### src/design/pdm_pkg.sv
// paged data address mapper: shared constants and carrier types
// assumes a single core clock domain, synchronous active-high reset
package pdm_pkg;
    localparam int EA_W = 16;
    localparam int XADDR_W = 24;
    localparam int RPAG_W = 10;
    localparam int WPAG_W = 9;
    localparam int LOW_W = 15;
    localparam int EA_HI_BIT = 15;
    localparam logic [RPAG_W-1:0] RPAG_RESET = 10'h001;
    localparam logic [WPAG_W-1:0] WPAG_RESET = 9'h001;
    localparam logic [RPAG_W-1:0] RPAG_ZERO = 10'h000;
    localparam logic [WPAG_W-1:0] WPAG_ZERO = 9'h000;
    localparam logic [RPAG_W-1:0] PROG_PAGE_MIN = 10'h200;
    localparam int PROG_PAGE_BIT = 9;

    typedef struct packed {
        logic valid;
        logic write;
        logic [EA_W-1:0] ea;
    } pdm_req_t;

    typedef struct packed {
        logic data_valid;
        logic prog_valid;
        logic write;
        logic [XADDR_W-1:0] addr;
    } pdm_resp_t;
endpackage : pdm_pkg

### src/design/pdm_mapper.sv
// paged data address mapper: effective address to extended data space / program window
// assumes requests and page writes synchronous to core_clk; one registered cycle of latency
//
// How it works
// [RULE_01] low half passes to page zero unchanged
// [RULE_02] translate only when top address bit set
// [RULE_03] page number placed above low fifteen bits
// [RULE_04] reads use read page, writes write page
// [RULE_05] read page 0x200 up targets program window
// [RULE_06] writes never reach program space
// [RULE_07] page zero upper access raises address trap
// [RULE_08] both page registers reset to 0x001
// [RULE_09] writing zero to a page is ignored
// [RULE_10] 16 MB data, 16 MB program reach
// [RULE_11] read page ten bits, write page nine
`timescale 1ns/1ps
module pdm_mapper #(
    parameter int RD_PAGE_W = pdm_pkg::RPAG_W,
    parameter int WR_PAGE_W = pdm_pkg::WPAG_W
) (
    input wire logic core_clk,
    input wire logic rst,
    input wire logic clk_en,
    input wire pdm_pkg::pdm_req_t req,
    input wire logic rpag_we,
    input wire logic [RD_PAGE_W-1:0] rpag_wdata,
    input wire logic wpag_we,
    input wire logic [WR_PAGE_W-1:0] wpag_wdata,
    output pdm_pkg::pdm_resp_t resp,
    output logic addr_trap,
    output logic [RD_PAGE_W-1:0] read_page,
    output logic [WR_PAGE_W-1:0] write_page
);
    import pdm_pkg::*;

    // ----------------------------------------
    // width check
    // ----------------------------------------
    if (WR_PAGE_W + LOW_W != XADDR_W || RD_PAGE_W != WR_PAGE_W + 1) begin : g_bad_width
        $error("page widths do not fit the extended address");
    end

    // ----------------------------------------
    // page registers
    // ----------------------------------------
    logic [RD_PAGE_W-1:0] rpag_q;
    logic [WR_PAGE_W-1:0] wpag_q;
    wire rpag_take = rpag_we && (rpag_wdata != RPAG_ZERO); // RULE_09
    wire wpag_take = wpag_we && (wpag_wdata != WPAG_ZERO); // RULE_09

    always_ff @(posedge core_clk) begin
        if (rst) begin
            rpag_q <= RPAG_RESET; // RULE_08
            wpag_q <= WPAG_RESET; // RULE_08
        end else if (clk_en) begin
            if (rpag_take) rpag_q <= rpag_wdata;
            if (wpag_take) wpag_q <= wpag_wdata;
        end
    end

    // ----------------------------------------
    // translation
    // ----------------------------------------
    wire upper = req.ea[EA_HI_BIT]; // RULE_02
    wire [LOW_W-1:0] low = req.ea[LOW_W-1:0];
    wire [RD_PAGE_W-1:0] page = req.write ? {1'b0, wpag_q} : rpag_q; // RULE_04 RULE_11
    wire page_zero = (page == RPAG_ZERO); // RULE_07
    wire to_prog = upper && !req.write && (rpag_q >= PROG_PAGE_MIN); // RULE_05 RULE_06
    // program window drops the selector bit, leaving a nine-bit page
    wire [RD_PAGE_W-1:0] eff_page = to_prog ? {1'b0, page[PROG_PAGE_BIT-1:0]} : page; // RULE_10
    wire [XADDR_W-1:0] xaddr_up = {eff_page[WR_PAGE_W-1:0], low}; // RULE_03
    wire [XADDR_W-1:0] xaddr_lo = {{(XADDR_W-LOW_W){1'b0}}, low}; // RULE_01
    wire trap_d = req.valid && upper && page_zero; // RULE_07
    wire go = req.valid && !trap_d;

    pdm_resp_t resp_q;
    logic trap_q;
    always_ff @(posedge core_clk) begin
        if (rst) begin
            resp_q <= '0;
            trap_q <= 1'b0;
        end else if (clk_en) begin
            resp_q.data_valid <= go && !to_prog;
            resp_q.prog_valid <= go && to_prog; // RULE_06
            resp_q.write <= req.write && go;
            resp_q.addr <= upper ? xaddr_up : xaddr_lo;
            trap_q <= trap_d;
        end
    end

    assign resp = resp_q;
    assign addr_trap = trap_q;
    assign read_page = rpag_q;
    assign write_page = wpag_q;

    // ----------------------------------------
    // assertions
    // ----------------------------------------
    property p_low_pass;
        @(posedge core_clk) disable iff (rst)
        clk_en && req.valid && !req.ea[EA_HI_BIT]
        |=> resp.data_valid && resp.addr == {{(XADDR_W-EA_W){1'b0}}, $past(req.ea)};
    endproperty
    a_low_pass: assert property (p_low_pass) else $error("low half not passed through"); // RULE_01

    property p_upper_map;
        @(posedge core_clk) disable iff (rst)
        clk_en && req.valid && req.ea[EA_HI_BIT] && !req.write && rpag_q < PROG_PAGE_MIN && rpag_q != RPAG_ZERO
        |=> resp.data_valid && resp.addr[XADDR_W-1:LOW_W] == $past(rpag_q[WR_PAGE_W-1:0]);
    endproperty
    a_upper_map: assert property (p_upper_map) else $error("upper read page misplaced"); // RULE_02

    property p_write_page;
        @(posedge core_clk) disable iff (rst)
        clk_en && req.valid && req.ea[EA_HI_BIT] && req.write && wpag_q != WPAG_ZERO
        |=> resp.data_valid && resp.write && resp.addr[XADDR_W-1:LOW_W] == $past(wpag_q);
    endproperty
    a_write_page: assert property (p_write_page) else $error("write page not used"); // RULE_04

    property p_low_bits;
        @(posedge core_clk) disable iff (rst)
        clk_en && req.valid |=> resp.addr[LOW_W-1:0] == $past(req.ea[LOW_W-1:0]);
    endproperty
    a_low_bits: assert property (p_low_bits) else $error("low bits altered"); // RULE_03

    property p_prog;
        @(posedge core_clk) disable iff (rst)
        clk_en && req.valid && req.ea[EA_HI_BIT] && !req.write && rpag_q >= PROG_PAGE_MIN |=> resp.prog_valid;
    endproperty
    a_prog: assert property (p_prog) else $error("program window not selected"); // RULE_05

    property p_no_prog_write;
        @(posedge core_clk) disable iff (rst)
        !(resp.prog_valid && resp.write);
    endproperty
    a_no_prog_write: assert property (p_no_prog_write) else $error("write reached program space"); // RULE_06

    property p_trap;
        @(posedge core_clk) disable iff (rst)
        clk_en && req.valid && req.ea[EA_HI_BIT] && (req.write ? wpag_q == WPAG_ZERO : rpag_q == RPAG_ZERO)
        |=> addr_trap && !resp.data_valid && !resp.prog_valid;
    endproperty
    a_trap: assert property (p_trap) else $error("page zero access not trapped"); // RULE_07

    property p_reset;
        @(posedge core_clk) rst |=> read_page == RPAG_RESET && write_page == WPAG_RESET;
    endproperty
    a_reset: assert property (p_reset) else $error("page reset value wrong"); // RULE_08

    property p_zero_ignored;
        @(posedge core_clk) disable iff (rst)
        clk_en && rpag_we && rpag_wdata == RPAG_ZERO && !$past(rst) |=> read_page == $past(read_page);
    endproperty
    a_zero_ignored: assert property (p_zero_ignored) else $error("zero write changed page"); // RULE_09

    // ----------------------------------------
    // page register and translation assertions
    // ----------------------------------------
    property p_wpage_zero_ignored;
        @(posedge core_clk) disable iff (rst)
        clk_en && wpag_we && wpag_wdata == WPAG_ZERO
        |=> write_page == $past(write_page);
    endproperty
    a_wpage_zero_ignored: assert property (p_wpage_zero_ignored) else $error("zero write moved write page"); // RULE_09

    property p_rpage_load;
        @(posedge core_clk) disable iff (rst)
        clk_en && rpag_we && rpag_wdata != RPAG_ZERO
        |=> read_page == $past(rpag_wdata);
    endproperty
    a_rpage_load: assert property (p_rpage_load) else $error("read page not loaded"); // RULE_11

    property p_wpage_load;
        @(posedge core_clk) disable iff (rst)
        clk_en && wpag_we && wpag_wdata != WPAG_ZERO
        |=> write_page == $past(wpag_wdata);
    endproperty
    a_wpage_load: assert property (p_wpage_load) else $error("write page not loaded"); // RULE_11

    property p_write_not_prog;
        @(posedge core_clk) disable iff (rst)
        clk_en && req.valid && req.write |=> !resp.prog_valid;
    endproperty
    a_write_not_prog: assert property (p_write_not_prog) else $error("write sent to program window"); // RULE_06

    property p_prog_addr;
        @(posedge core_clk) disable iff (rst)
        clk_en && req.valid && req.ea[EA_HI_BIT] && !req.write && rpag_q >= PROG_PAGE_MIN
        |=> !resp.data_valid && resp.addr[XADDR_W-1:LOW_W] == $past(rpag_q[WR_PAGE_W-1:0]);
    endproperty
    a_prog_addr: assert property (p_prog_addr) else $error("program window address wrong"); // RULE_10

    property p_trap_only_upper;
        @(posedge core_clk) disable iff (rst)
        clk_en && !(req.valid && req.ea[EA_HI_BIT]) |=> !addr_trap;
    endproperty
    a_trap_only_upper: assert property (p_trap_only_upper) else $error("trap without upper access"); // RULE_07

    property p_lower_write;
        @(posedge core_clk) disable iff (rst)
        clk_en && req.valid && req.write && !req.ea[EA_HI_BIT]
        |=> resp.data_valid && resp.write && resp.addr[XADDR_W-1:LOW_W] == WPAG_ZERO;
    endproperty
    a_lower_write: assert property (p_lower_write) else $error("low half write paged"); // RULE_01

    property p_resp_exclusive;
        @(posedge core_clk) disable iff (rst)
        !(resp.data_valid && resp.prog_valid);
    endproperty
    a_resp_exclusive: assert property (p_resp_exclusive) else $error("data and program both selected"); // RULE_05

    // ----------------------------------------
    // clock enable and reset assertions
    // ----------------------------------------
    property p_reset_resp;
        @(posedge core_clk) rst |=> !resp.data_valid && !resp.prog_valid && !addr_trap;
    endproperty
    a_reset_resp: assert property (p_reset_resp) else $error("answer standing after reset"); // RULE_08

    property p_freeze;
        @(posedge core_clk) disable iff (rst)
        !clk_en
        |=> $stable(resp) && $stable(addr_trap) && $stable(read_page) && $stable(write_page);
    endproperty
    a_freeze: assert property (p_freeze) else $error("state moved with clock enable low");
endmodule : pdm_mapper

### config.mk
export PLATFORM = sky130hd
export DESIGN_NAME = pdm_mapper
export DESIGN_NICKNAME = d
export VERILOG_FILES = /design/src/design/pdm_pkg.sv /design/src/design/pdm_mapper.sv
export SDC_FILE = /design/constraint.sdc
export NUM_CORES = 1
export LEC_CHECK = 0
export BUFFER_PORTS_ARGS = -buffer_cell sky130_fd_sc_hd__buf_2
export CAP_MARGIN = 40
export CELL_PAD_IN_SITES_DETAIL_PLACEMENT = 2
export CELL_PAD_IN_SITES_GLOBAL_PLACEMENT = 2
export CORE_ASPECT_RATIO = 0.75
export CORE_UTILIZATION = 27
export CTS_BUF_LIST = sky130_fd_sc_hd__clkbuf_2
export CTS_CLUSTER_SIZE = 24
export DETAILED_ROUTE_END_ITERATION = 8
export PLACE_DENSITY = 0.82
export RECOVER_POWER = 50
export SLEW_MARGIN = 20
export SYNTH_ARGS = -nofsm -noshare
export SYNTH_HDL_FRONTEND = slang
export SYNTH_SLANG_ARGS = --single-unit
### constraint.sdc
create_clock -name core_clk -period 1.26 [get_ports core_clk]
set_input_delay 0.126 -clock core_clk [delete_from_list [all_inputs] [get_ports core_clk]]
set_output_delay 0.126 -clock core_clk [all_outputs]
set_load 0.05 [all_outputs]
**After elaboration in Yosys (flattened, before gate mapping)**

Cells that the tools add are included.

- Add/subtract/negate cells: 0
- $mul: 0
- Divide/modulo/power cells: 0
- Magnitude comparators: 1
- Equality and inequality tests: 0
- Shift-type cells: 0
- Mux-type cells: 2
- Bitwise operators: 0
- Reductions and logical operators: 18

Operators with widths:

| operator | number |
|---|---|
| $mux W24 | 1 |
| $ge A10 B10 Y1 const B | 1 |
| $logic_and A1 B1 Y1 | 10 |
| $logic_not A10 Y1 | 1 |
| $mux W10 | 1 |
| $reduce_bool A10 Y1 | 1 |
| $reduce_bool A9 Y1 | 1 |
| $reduce_and A2 Y1 | 2 |
| $logic_not A1 Y1 | 3 |

- Register bits: 47
- Bits in latches: 0
- RAM bits: 0
- Bits in read-only memories: 0
- Input bits: 42
- Output and inout port bits: 47
- Logic and storage cells: 28
- Memories: 0

**Logic depth before layout (Yosys ltp)**

Gate-level depths: netlist (run 1).

- Word-level depth: 6
- Mapped depth: 6
- Gate-level depth less buffers: 4

**Least setup slack after synthesis (run 1)**

Ideal clock, no wire load.

- Path kind: reg2reg
- Start: register rpag_q[1] (netlist: read_page[1])
- End: register resp_q, in the netlist resp[26]
- Data arrival time: 1.327 ns
- Data required time: 1.164 ns
- Slack: -0.162 ns
- Stages on the path, launching flop included: 5
- Path buffers: 0
- Cells stage by stage: dfxtp_1 > nor3_1 > a21oi_1 > a21oi_2 > o41ai_2

- Cells in the longest elaborated chain, start to end: 6
- Elaborated cells between the ends (all ways): 9
- Classes of those cells: order compare (1); mux (1); reduce/logical (7)

RTL lines:

| element | line | source |
|---|---|---|
| start, declared | pdm_mapper.sv:46 | `logic [RD_PAGE_W-1:0] rpag_q;` |
| start signal, assigned | pdm_mapper.sv:56 | `if (rpag_take) rpag_q <= rpag_wdata;` |
| parallel branches: the longest is 5 deep, another holds $ge A10 B10 Y1 | -- |  |
| $logic_and A1 B1 Y1 (*) | pdm_mapper.sv:83 | `resp_q.data_valid <= go && !to_prog;` |
| end, declared | pdm_mapper.sv:76 | `pdm_resp_t resp_q;` |

Mark *: on every way between the ends.
A chain may end at the register's enable or synchronous reset.

**Worst setup path in the final report (run 1)**

- Start: register wpag_q[0] (netlist: write_page[0])
- End: register resp_q, in the netlist resp[26]

- Cells in the longest elaborated chain, start to end: 6

RTL lines:

| element | line | source |
|---|---|---|
| start, declared | pdm_mapper.sv:47 | `logic [WR_PAGE_W-1:0] wpag_q;` |
| start signal, assigned | pdm_mapper.sv:57 | `if (wpag_take) wpag_q <= wpag_wdata;` |
| $mux W10 | pdm_mapper.sv:66 | `wire [RD_PAGE_W-1:0] page = req.write ? {1'b0, wpag_q} : rpag_q;` |
| $logic_not A10 Y1 | pdm_mapper.sv:67 | `wire page_zero = (page == RPAG_ZERO);` |
| $logic_and A1 B1 Y1 | pdm_mapper.sv:73 | `wire trap_d = req.valid && upper && page_zero;` |
| $logic_not A1 Y1 | pdm_mapper.sv:74 | `wire go = req.valid && !trap_d;` |
| $logic_and A1 B1 Y1 | pdm_mapper.sv:74 |  |
| $logic_and A1 B1 Y1 | pdm_mapper.sv:83 |  |

No other way between the ends.

==> results of run 1 <==
logic make-up after synthesis:
group | count (synthesis) | share of synthesized area, %
and+or+nand+nor | 68 | 16.46
DFF | 47 | 48.55
buffers and inverters | 19 | 5.551
muxes | 39 | 20.66
AOI/OAI and AO/OA | 23 | 8.780
Yosys cell counts (all sizes together):
| library cell | n | area [sq um] |
|---|---|---|
| a31oi | 4 | 25.02 |
| mux2 | 8 | 90.09 |
| nor2 | 45 | 168.9 |
| nand4 | 2 | 12.51 |
| inv | 5 | 18.77 |
| nand2 | 6 | 22.52 |
| dfxtp | 47 | 940.9 |
| buf | 11 | 77.56 |
| o32ai | 1 | 8.760 |
| a22oi | 9 | 67.56 |
| o21ai | 3 | 15.01 |
| clkbuf | 3 | 11.26 |
| a21oi | 4 | 27.53 |
| nor4 | 5 | 43.79 |
| nor3 | 2 | 10.01 |
| a32o | 1 | 10.01 |
| nand2b | 1 | 13.76 |
| and2 | 1 | 6.260 |
| o41ai | 1 | 16.27 |
| nor4b | 2 | 17.52 |
| and3b | 1 | 8.760 |
| nand3 | 3 | 15.01 |
| mux2i | 31 | 310.3 |
path summary, 6_finish.rpt:
| path | from | endpoint | slack (ns) | cells after the start |
|---|---|---|---|---|
| max | write_page[0]$_SDFFE_PP1P_ | resp[26]$_SDFFE_PP0P_ | -0.18 | 5 |
| min reg2reg | resp[14]$_SDFFE_PP0P_ | resp[14]$_SDFFE_PP0P_ | 0.54 | 2 |
| max reg2reg | write_page[0]$_SDFFE_PP1P_ | resp[26]$_SDFFE_PP0P_ | -0.18 | 5 |
| min | rpag_we | read_page[0]$_SDFFE_PP1P_ | -0.07 | 3 |
tightest hold or removal path, cell delays in order:
cell	delay [ns]
buf_2	0.11
a31oi_1	0.10
o21ai_0	0.08
cell usage in the layout (no fill, tap or decap), types with 2 or more instances in the layout:
cell type / instances
a21oi_1: 2
a21oi_2: 2
a22oi_1: 9
a31oi_1: 3
buf_12: 2
buf_2: 39
buf_4: 35
buf_6: 14
buf_8: 28
clkbuf_2: 5
dfxtp_1: 2
dfxtp_2: 35
dfxtp_4: 10
dlygate4sd3_1: 38
inv_1: 5
mux2_2: 8
mux2i_1: 31
nand2_1: 6
nand3_1: 3
nand4_1: 2
nor2_1: 45
nor4_2: 3
nor4_4: 2
nor4b_2: 2
o21ai_0: 3
state kept, by name (all words and copies together) (netlist names):
name	cells
resp	27
addr_trap	1
write_page	9
read_page	10
power groups by stage:
stage                     clock network, W  logic (W)  registers [W]
after floorplan                          0   0.000220        0.00187
after global placement                   0   0.000689        0.00164
after detailed placement                 0   0.000709        0.00164
after CTS                         0.000760   0.000880        0.00162
after global routing              0.000869    0.00106        0.00165
final                             0.000784    0.00102        0.00164
what timing repair did:
item                       in CTS  in global routing
setup buffers                   5                 11
hold buffers                   40                  0
setup endpoints to repair      45                 66
gates cloned                    0                  1
resized for setup              63                106
pin swaps                       3                  6
hold endpoints to repair       37                  0
routing by layer:
layer / vias up / track usage [%] / wire (um)
li1: 983 / - / -
met3: 18 / 3.761 / 471
met2: 78 / 45.75 / 5500
met1: 1117 / 32.84 / 4524
met5: - / 0 / 0
met4: 0 / 8.007 / 223
metrics by stage:
| stage | hold WS [ns] | setup TNS, ns | cell area [sq um] | power [W] |
|---|---|---|---|---|
| floorplan | 0.2254 | 0 | 1961 | 0.002094 |
| global placement | 0.3613 | -0.2081 | 2587 | 0.002326 |
| detailed placement | 0.3744 | -0.3536 | 2587 | 0.002351 |
| CTS | 0.005699 | -0.02553 | 3263 | 0.003260 |
| global route | -0.07678 | -3.639 | 3630 | 0.003581 |
| finish | -0.06778 | -1.354 | 3630 | 0.003446 |
cell type report:
type | instances | area, sq um | share of cell area (%)
clock inverter | 3 | 27.53 | 0.7584
sequential | 47 | 1022 | 28.16
tap | 98 | 122.6 | 3.378
inverter | 5 | 18.77 | 0.5171
clock buffer | 5 | 25.02 | 0.6894
multi-input combinational | 130 | 949.7 | 26.16
timing repair buffer | 157 | 1464 | 40.33
==> impl_metrics.ini, run 1 <==
[status]
status = complete, but fails checks
violations = negative hold slack, negative setup slack

[finish]
antenna_cells = 0
nNetsFinal = 388
nFillCells = 694
syn_to_final_growth_pct = 87.28
fin_util_pct = 52.88
drive_gt1_share_pct = 55.62
instances_no_fill = 445

[setup_path]
path_class = reg -> reg
crit_family = simple AND/OR/NAND/NOR gates
cp_data_required_time_ns = 1.72
cp_slowest_cell = dfxtp_2
path_buf_inv = 1
crit_path_max_incr_delay_ns = 0.42
end_kind = flop
path_cells = nor4_4, nand4_1, a21oi_2, buf_4, o41ai_2
critPathMaxFanout = 2
worstPathArrival_ns = 1.90
critPathLaunchType = flop

[logic_synthesis]
syn_inst = 196
syn_avg_cell_area_sq_um = 9.888
synth.distinct_cells = 28
synth_nets = 238
synth.ff_latch_count = 47
ys_seq_area_share_pct = 48.55
mappedNetlistArea_sq_mm = 0.001938
yosysWarnings = 0

[floorplan]
die_h_um = 75.38
die_area_sq_mm = 0.007525
core.rowCount = 26
num_io_pins = 89
coreArea_sq_mm = 0.006864
start_util_pct = 28.24
die_w_um = 99.83

[clock_tree]
cts_tree = yes
clockBufferDepth = 2
clkTransAtPathRegs_ns = 0.32
cts-root-buf = clkbuf_2
clkSinkCount = 47
cts_max_level = 2
clk_latency_ns = 0.53
cts_made_buffers = 5

[pwr]
powerDensity_mw_per_mm2 = 949.5
netSwitchingFraction_pct = 37.01
power_frac_clock_pct = 22.7
ir_worst_vdd_v = 0.0005351
leakagePower_nw = 1.624
p_int_w = 0.002171
seq_power_share_pct = 47.6
power_switching_w = 0.001276
p_comb_share_pct = 29.7

[detailed_routing]
ant_nets = 0
routed_wl_um = 10720
drc = 0
wire_per_inst_um = 24.09
vias = 2196
drt_iter0_markers = 82
first_pass_iters = 4
viasPerCell = 4.935

[placement]
gp_congestion = 0.7667
placed_cells = 385
dp_hpwl_um = 5362
port_buffers = 88
place_ws_ns = -0.1425

[run]
maxCapViolCount = 0

[grt]
track_usage_pct = 25.71
overflow = 0
grt_pass1_wl_um = 14030
antenna_found_initial = 0
grt_max_degree = 30
grt_pass1_vias = 2360

[timing]
drv_slew = 0
hold_violations = 2
fin_worst_skew_ns = 0.04005
worst_slew_pin_slew_ns = 0.4459
timing.final.ws_setup_ns = -0.1817
slew-limit-headroom_pct = 70.24
post-route-min-period_ns = 1.442
fin_crit_sh_pct = 114.4
fmax_mhz = 693.6
whs_ns = -0.06778
finalSetupViolCount = 25
rsz0062_at_grt = true

[min_path]
hp-class = in -> reg
Note: power is estimated with default switching activity, not from simulation.
==> run 2, diff against run 1 <==
HOLD_SLACK_MARGIN = 0.1   (was default)
PLACE_DENSITY = default   (was 0.82)
PLACE_DENSITY_LB_ADDON = 0.1   (was default)
REMOVE_ABC_BUFFERS = 1   (was default)
==> impl_metrics.ini, run 2 (synthesized netlist as in run 1, its figures left out) <==
[timing]
fin_worst_skew_ns = 0.02768
worst_slew_pin_slew_ns = 0.4383
fmax_mhz = 762.7
finalSetupViolCount = 6
rsz0062_at_grt = true
timing.final.ws_setup_ns = -0.05106
tns_ns = -0.07830
slew-limit-headroom_pct = 70.75
drv_slew = 0
hold_violations = 0
post-route-min-period_ns = 1.311
fin_crit_sh_pct = 104.1

[grt]
antenna_found_initial = 0
grt_max_degree = 18
overflow = 0
track_usage_pct = 19.46
grt_pass1_vias = 2201
grt_pass1_wl_um = 11210

[setup_path]
path_class = in -> reg
timing.critical_path.mode_cell = dlygate4sd3_1
r2r_setup_slack_ns = -0.01
crit_path_end = read_page[0]$_SDFFE_PP1P_
critPathLaunchType = input pin
cp_slowest_cell = dlygate4sd3_1
critPathMaxFanout = 2
path_buf_inv = 3
cp_data_required_time_ns = 1.58
worstPathArrival_ns = 1.63
crit_family = buffers and inverters
crit_path_max_incr_delay_ns = 0.59
critPathLaunch = rpag_wdata[0]
crit_cells = 5
path_cells = buf_2, dlygate4sd3_1, a31oi_1, dlygate4sd3_1, o21ai_0
r2r_start = read_page[1]$_SDFFE_PP0P_
r2r.worst_path.cells = 5
r2r-end = resp[26]$_SDFFE_PP0P_
end_kind = flop

[finish]
fin_area_sq_mm = 0.003446
instances_no_fill = 450
final_cell_mix = 49 x buf_2, 45 x nor2_1, 45 x dlygate4sd3_1, 33 x buf_4, 30 x mux2i_1
nNetsFinal = 393
layout_commonest_cell = buf_2
drive_gt1_share_pct = 47.44
syn_to_final_growth_pct = 77.79
largest_reg_flops = 27
antenna_cells = 0

[placement]
gp_congestion = 0.7177
dp_hpwl_um = 4745
place_area_sq_mm = 0.002608
placed_cells = 394
place_ws_ns = -0.08976
port_buffers = 88

[clock_tree]
clk_latency_ns = 0.41
cts_made_buffers = 5
cts_tree = yes
clkSinkCount = 47
clkTransAtPathRegs_ns = 0.23
cts_max_level = 2
cts-root-buf = clkbuf_2
clockBufferDepth = 2

[detailed_routing]
viasPerCell = 4.564
ant_nets = 0
routed_wl_um = 7863
drc = 0
first_pass_iters = 4
wire_per_inst_um = 17.47
drt_iter0_markers = 46
vias = 2054

[floorplan]
start_util_pct = 28.24
num_io_pins = 89
die_h_um = 75.38
core.rowCount = 26
die_area_sq_mm = 0.007525
die_w_um = 99.83
coreArea_sq_mm = 0.006864

[status]
status = complete, but fails checks
violations = negative setup slack

[run]
maxCapViolCount = 0

[pwr]
p_total_w = 0.003367
leakagePower_nw = 1.586
powerDensity_mw_per_mm2 = 977.2
ir_worst_vdd_v = 0.0003891

[min_path]
hp-class = in -> reg
-- run 2: cell count changes in the layout (fill, tap and decap cells not counted), sizes merged --
cell / before / now
bufinv: 0 / 1
clkinv: 0 / 2
clkinvlp: 1 / 0
clkbuf: 6 / 21
buf: 118 / 101
inv: 7 / 5
dlygate4sd3: 38 / 45
-- run 2: how the worst min path moves through the flow --
stage                                             to  depth (start not counted)    start
after CTS                      resp[24]$_SDFFE_PP0P_                          3   clk_en
after floorplan            read_page[1]$_SDFFE_PP0P_                          1      rst
after global placement         resp[12]$_SDFFE_PP0P_                          3  req[12]
after detailed placement       resp[11]$_SDFFE_PP0P_                          3  req[11]
after global routing      write_page[0]$_SDFFE_PP1P_                          3   clk_en
final                     write_page[0]$_SDFFE_PP1P_                          3   clk_en
-- run 2: metal layers --
layer / global-route usage, % / routed length, um / vias up
li1: - / - / 990
met1: 24.45 / 3293 / 1014
met2: 35.79 / 4263 / 46
met3: 3.303 / 259 / 4
met4: 3.922 / 47 / 0
met5: 0 / 0 / -
-- run 2: final cells by class --
| type | instances | area (sq um) |
|---|---|---|
| Fill cell | 730 | 3418 |
| Timing Repair Buffer | 162 | 1311 |
| Clock inverter | 3 | 38.79 |
| Tap cell | 98 | 122.6 |
| Clock buffer | 5 | 25.02 |
| Sequential cell | 47 | 972.2 |
| Multi-Input combinational cell | 130 | 957.2 |
| Inverter | 5 | 18.77 |
-- run 2: repair_timing --
action	in CTS	in global routing
setup buffers	2	3
cloned	0	1
endpoints found under the setup margin	24	42
endpoints found under the hold margin	38	1
resized for setup	52	49
pin swaps	0	2
hold buffers	45	1
-- run 2: where the power goes --
group	switching, W	internal (W)	leakage [nW]
Sequential	0.0000512	0.00156	0.393
Clock	0.000490	0.000326	0.0404
Combinational	0.000528	0.000409	1.15
-- run 2: worst register-to-register path, cell delays in order, from the launching register on --
cell and delay, ns:
dfxtp_4 0.42, buf_4 0.14, nor3_2 0.05, a21oi_2 0.18, a21oi_4 0.06, o41ai_2 0.33
-- run 2: per-stage QoR --
| step | hold WS [ns] | utilization [%] |
|---|---|---|
| final | 0.1169 | 50.20 |
| after global routing | 0.1387 | 50.20 |
| after CTS | 0.1099 | 47.52 |
| after detailed placement | 0.3751 | 37.99 |
| after global placement | 0.3631 | 37.99 |
| after floorplan | 0.1884 | - |
==> run 3, diff against run 2 <==
CORE_ASPECT_RATIO = 2   (was 0.75)
PLACE_DENSITY = 0.83   (was default)
PLACE_DENSITY_LB_ADDON = default   (was 0.1)
SETUP_SLACK_MARGIN = 0.3   (was default)
==> impl_metrics.ini, run 3 (synthesized netlist as in run 1, its figures left out) <==
[run]
maxCapViolCount = 0

[status]
status = complete, but fails checks
violations = negative setup slack

[setup_path]
r2r.worst_path.cells = 4
critPathLaunchType = flop
end_kind = flop
critPathMaxFanout = 4
worstPathArrival_ns = 1.84
path_class = reg -> reg
cp_data_required_time_ns = 1.65

[placement]
gp_congestion = 0.7795
dp_hpwl_um = 5221
place_ws_ns = -0.2305
port_buffers = 88

[clock_tree]
clkTransAtPathRegs_ns = 0.25
cts_made_buffers = 5
clockBufferDepth = 2
clk_latency_ns = 0.50
cts_max_level = 2
cts_tree = yes
cts-root-buf = clkbuf_2
clkSinkCount = 47

[detailed_routing]
viasPerCell = 5.094
drc = 0
first_pass_iters = 4
ant_nets = 0
dr.max_layer_used = met4
met3_length_um = 443
vias = 2287
wl_met2_um = 6939
m1WireLength_um = 3911
wire_per_inst_um = 26.84
routed_wl_um = 12050
drt_iter0_markers = 60

[timing]
fmax_mhz = 689.0
drv_slew = 0
slew-limit-headroom_pct = 56.94
hold_violations = 0
post-route-min-period_ns = 1.451
worst_slew_pin_slew_ns = 0.6460
fin_worst_skew_ns = 0.04757
fin_crit_sh_pct = 115.2
finalSetupViolCount = 10
timing.final.ws_setup_ns = -0.1914
rsz0062_at_grt = true

[grt]
antenna_found_initial = 0
track_usage_pct = 28.01
grt_pass1_vias = 2655
grt_pass1_wl_um = 14550
grt_max_degree = 20
overflow = 0

[min_path]
hp-class = in -> reg
whs_path_depth = 3

[pwr]
ir_worst_vdd_v = 0.0006990
leakagePower_nw = 1.724
powerDensity_mw_per_mm2 = 884.3

[finish]
largest_reg_flops = 27
antenna_cells = 0
layout_commonest_cell = buf_8
syn_to_final_growth_pct = 102.0
drive_gt1_share_pct = 57.38
fin_util_pct = 56.41
nNetsFinal = 400
final_cell_mix = 44 x buf_8, 43 x nor2_1, 42 x dlygate4sd3_1, 41 x buf_2, 28 x mux2i_1
nFillCells = 654

[floorplan]
core.rowCount = 43
start_util_pct = 27.93
die_h_um = 121.8
die_area_sq_mm = 0.007542
die_w_um = 61.91
num_io_pins = 89
coreArea_sq_mm = 0.006940
## run 3: power by group
group	total [W]	switching (W)	leakage, nW	internal [W]
Sequential	0.00163	0.0000836	0.405	0.00155
Clock	0.000694	0.000561	0.0281	0.000133
Combinational	0.00114	0.000622	1.29	0.000515
## run 3: critical path, cell delays in order, from the launching register on
cell	delay, ns
dfxtp_4	0.43
nor4b_2	0.48
a21oi_1	0.17
a21oi_4	0.20
o32ai_2	0.10
## run 3: stage by stage
step / hold slack, ns / instance area [sq um] / total power [W] / TNS, ns / std cells
after floorplan: 0.1884 / 1849 / 0.002033 / -1.500 / 182
after global placement: 0.3588 / 2537 / 0.002308 / -1.175 / 378
after detailed placement: 0.3747 / 2537 / 0.002329 / -2.287 / 378
after CTS: 0.1142 / 3704 / 0.003269 / 0 / 443
after global routing: 0.1542 / 3915 / 0.003556 / -1.471 / 449
final: 0.1584 / 3915 / 0.003462 / -0.8814 / 449
## run 3: worst paths after layout
| check | to | slack, ns | startpoint |
|---|---|---|---|
| worst max-delay path | resp[24]$_SDFFE_PP0P_ | -0.19 | write_page[1]$_SDFFE_PP0P_ |
| worst max register to register | resp[24]$_SDFFE_PP0P_ | -0.19 | write_page[1]$_SDFFE_PP0P_ |
| worst min register to register | resp[9]$_SDFFE_PP0P_ | 0.56 | resp[9]$_SDFFE_PP0P_ |
| worst min-delay path | resp[16]$_SDFFE_PP0P_ | 0.16 | rst |
## run 3: routing by layer
layer / vias to the layer above / track usage, %
met5: - / 0
met2: 111 / 51.08
met3: 46 / 6.051
met1: 1125 / 26.14
met4: 0 / 17.92
li1: 1005 / -
## run 3: cell type report
cell class	instances	area [sq um]	share of cell area, %
clock buffer	6	30.03	0.7670
timing repair buffer	169	1688	43.11
tap	90	112.6	2.876
sequential	47	1027	26.24
multi-input combinational	130	1031	26.33
inverter	5	18.77	0.4794
clock inverter	2	7.507	0.1918
## run 3: timing repair
item / in CTS / in global routing
pin swaps: 15 / 8
resized for setup: 202 / 43
hold endpoints to repair: 39 / 0
setup buffers: 14 / 6
hold buffers: 43 / 0
endpoints found under the setup margin: 63 / 65
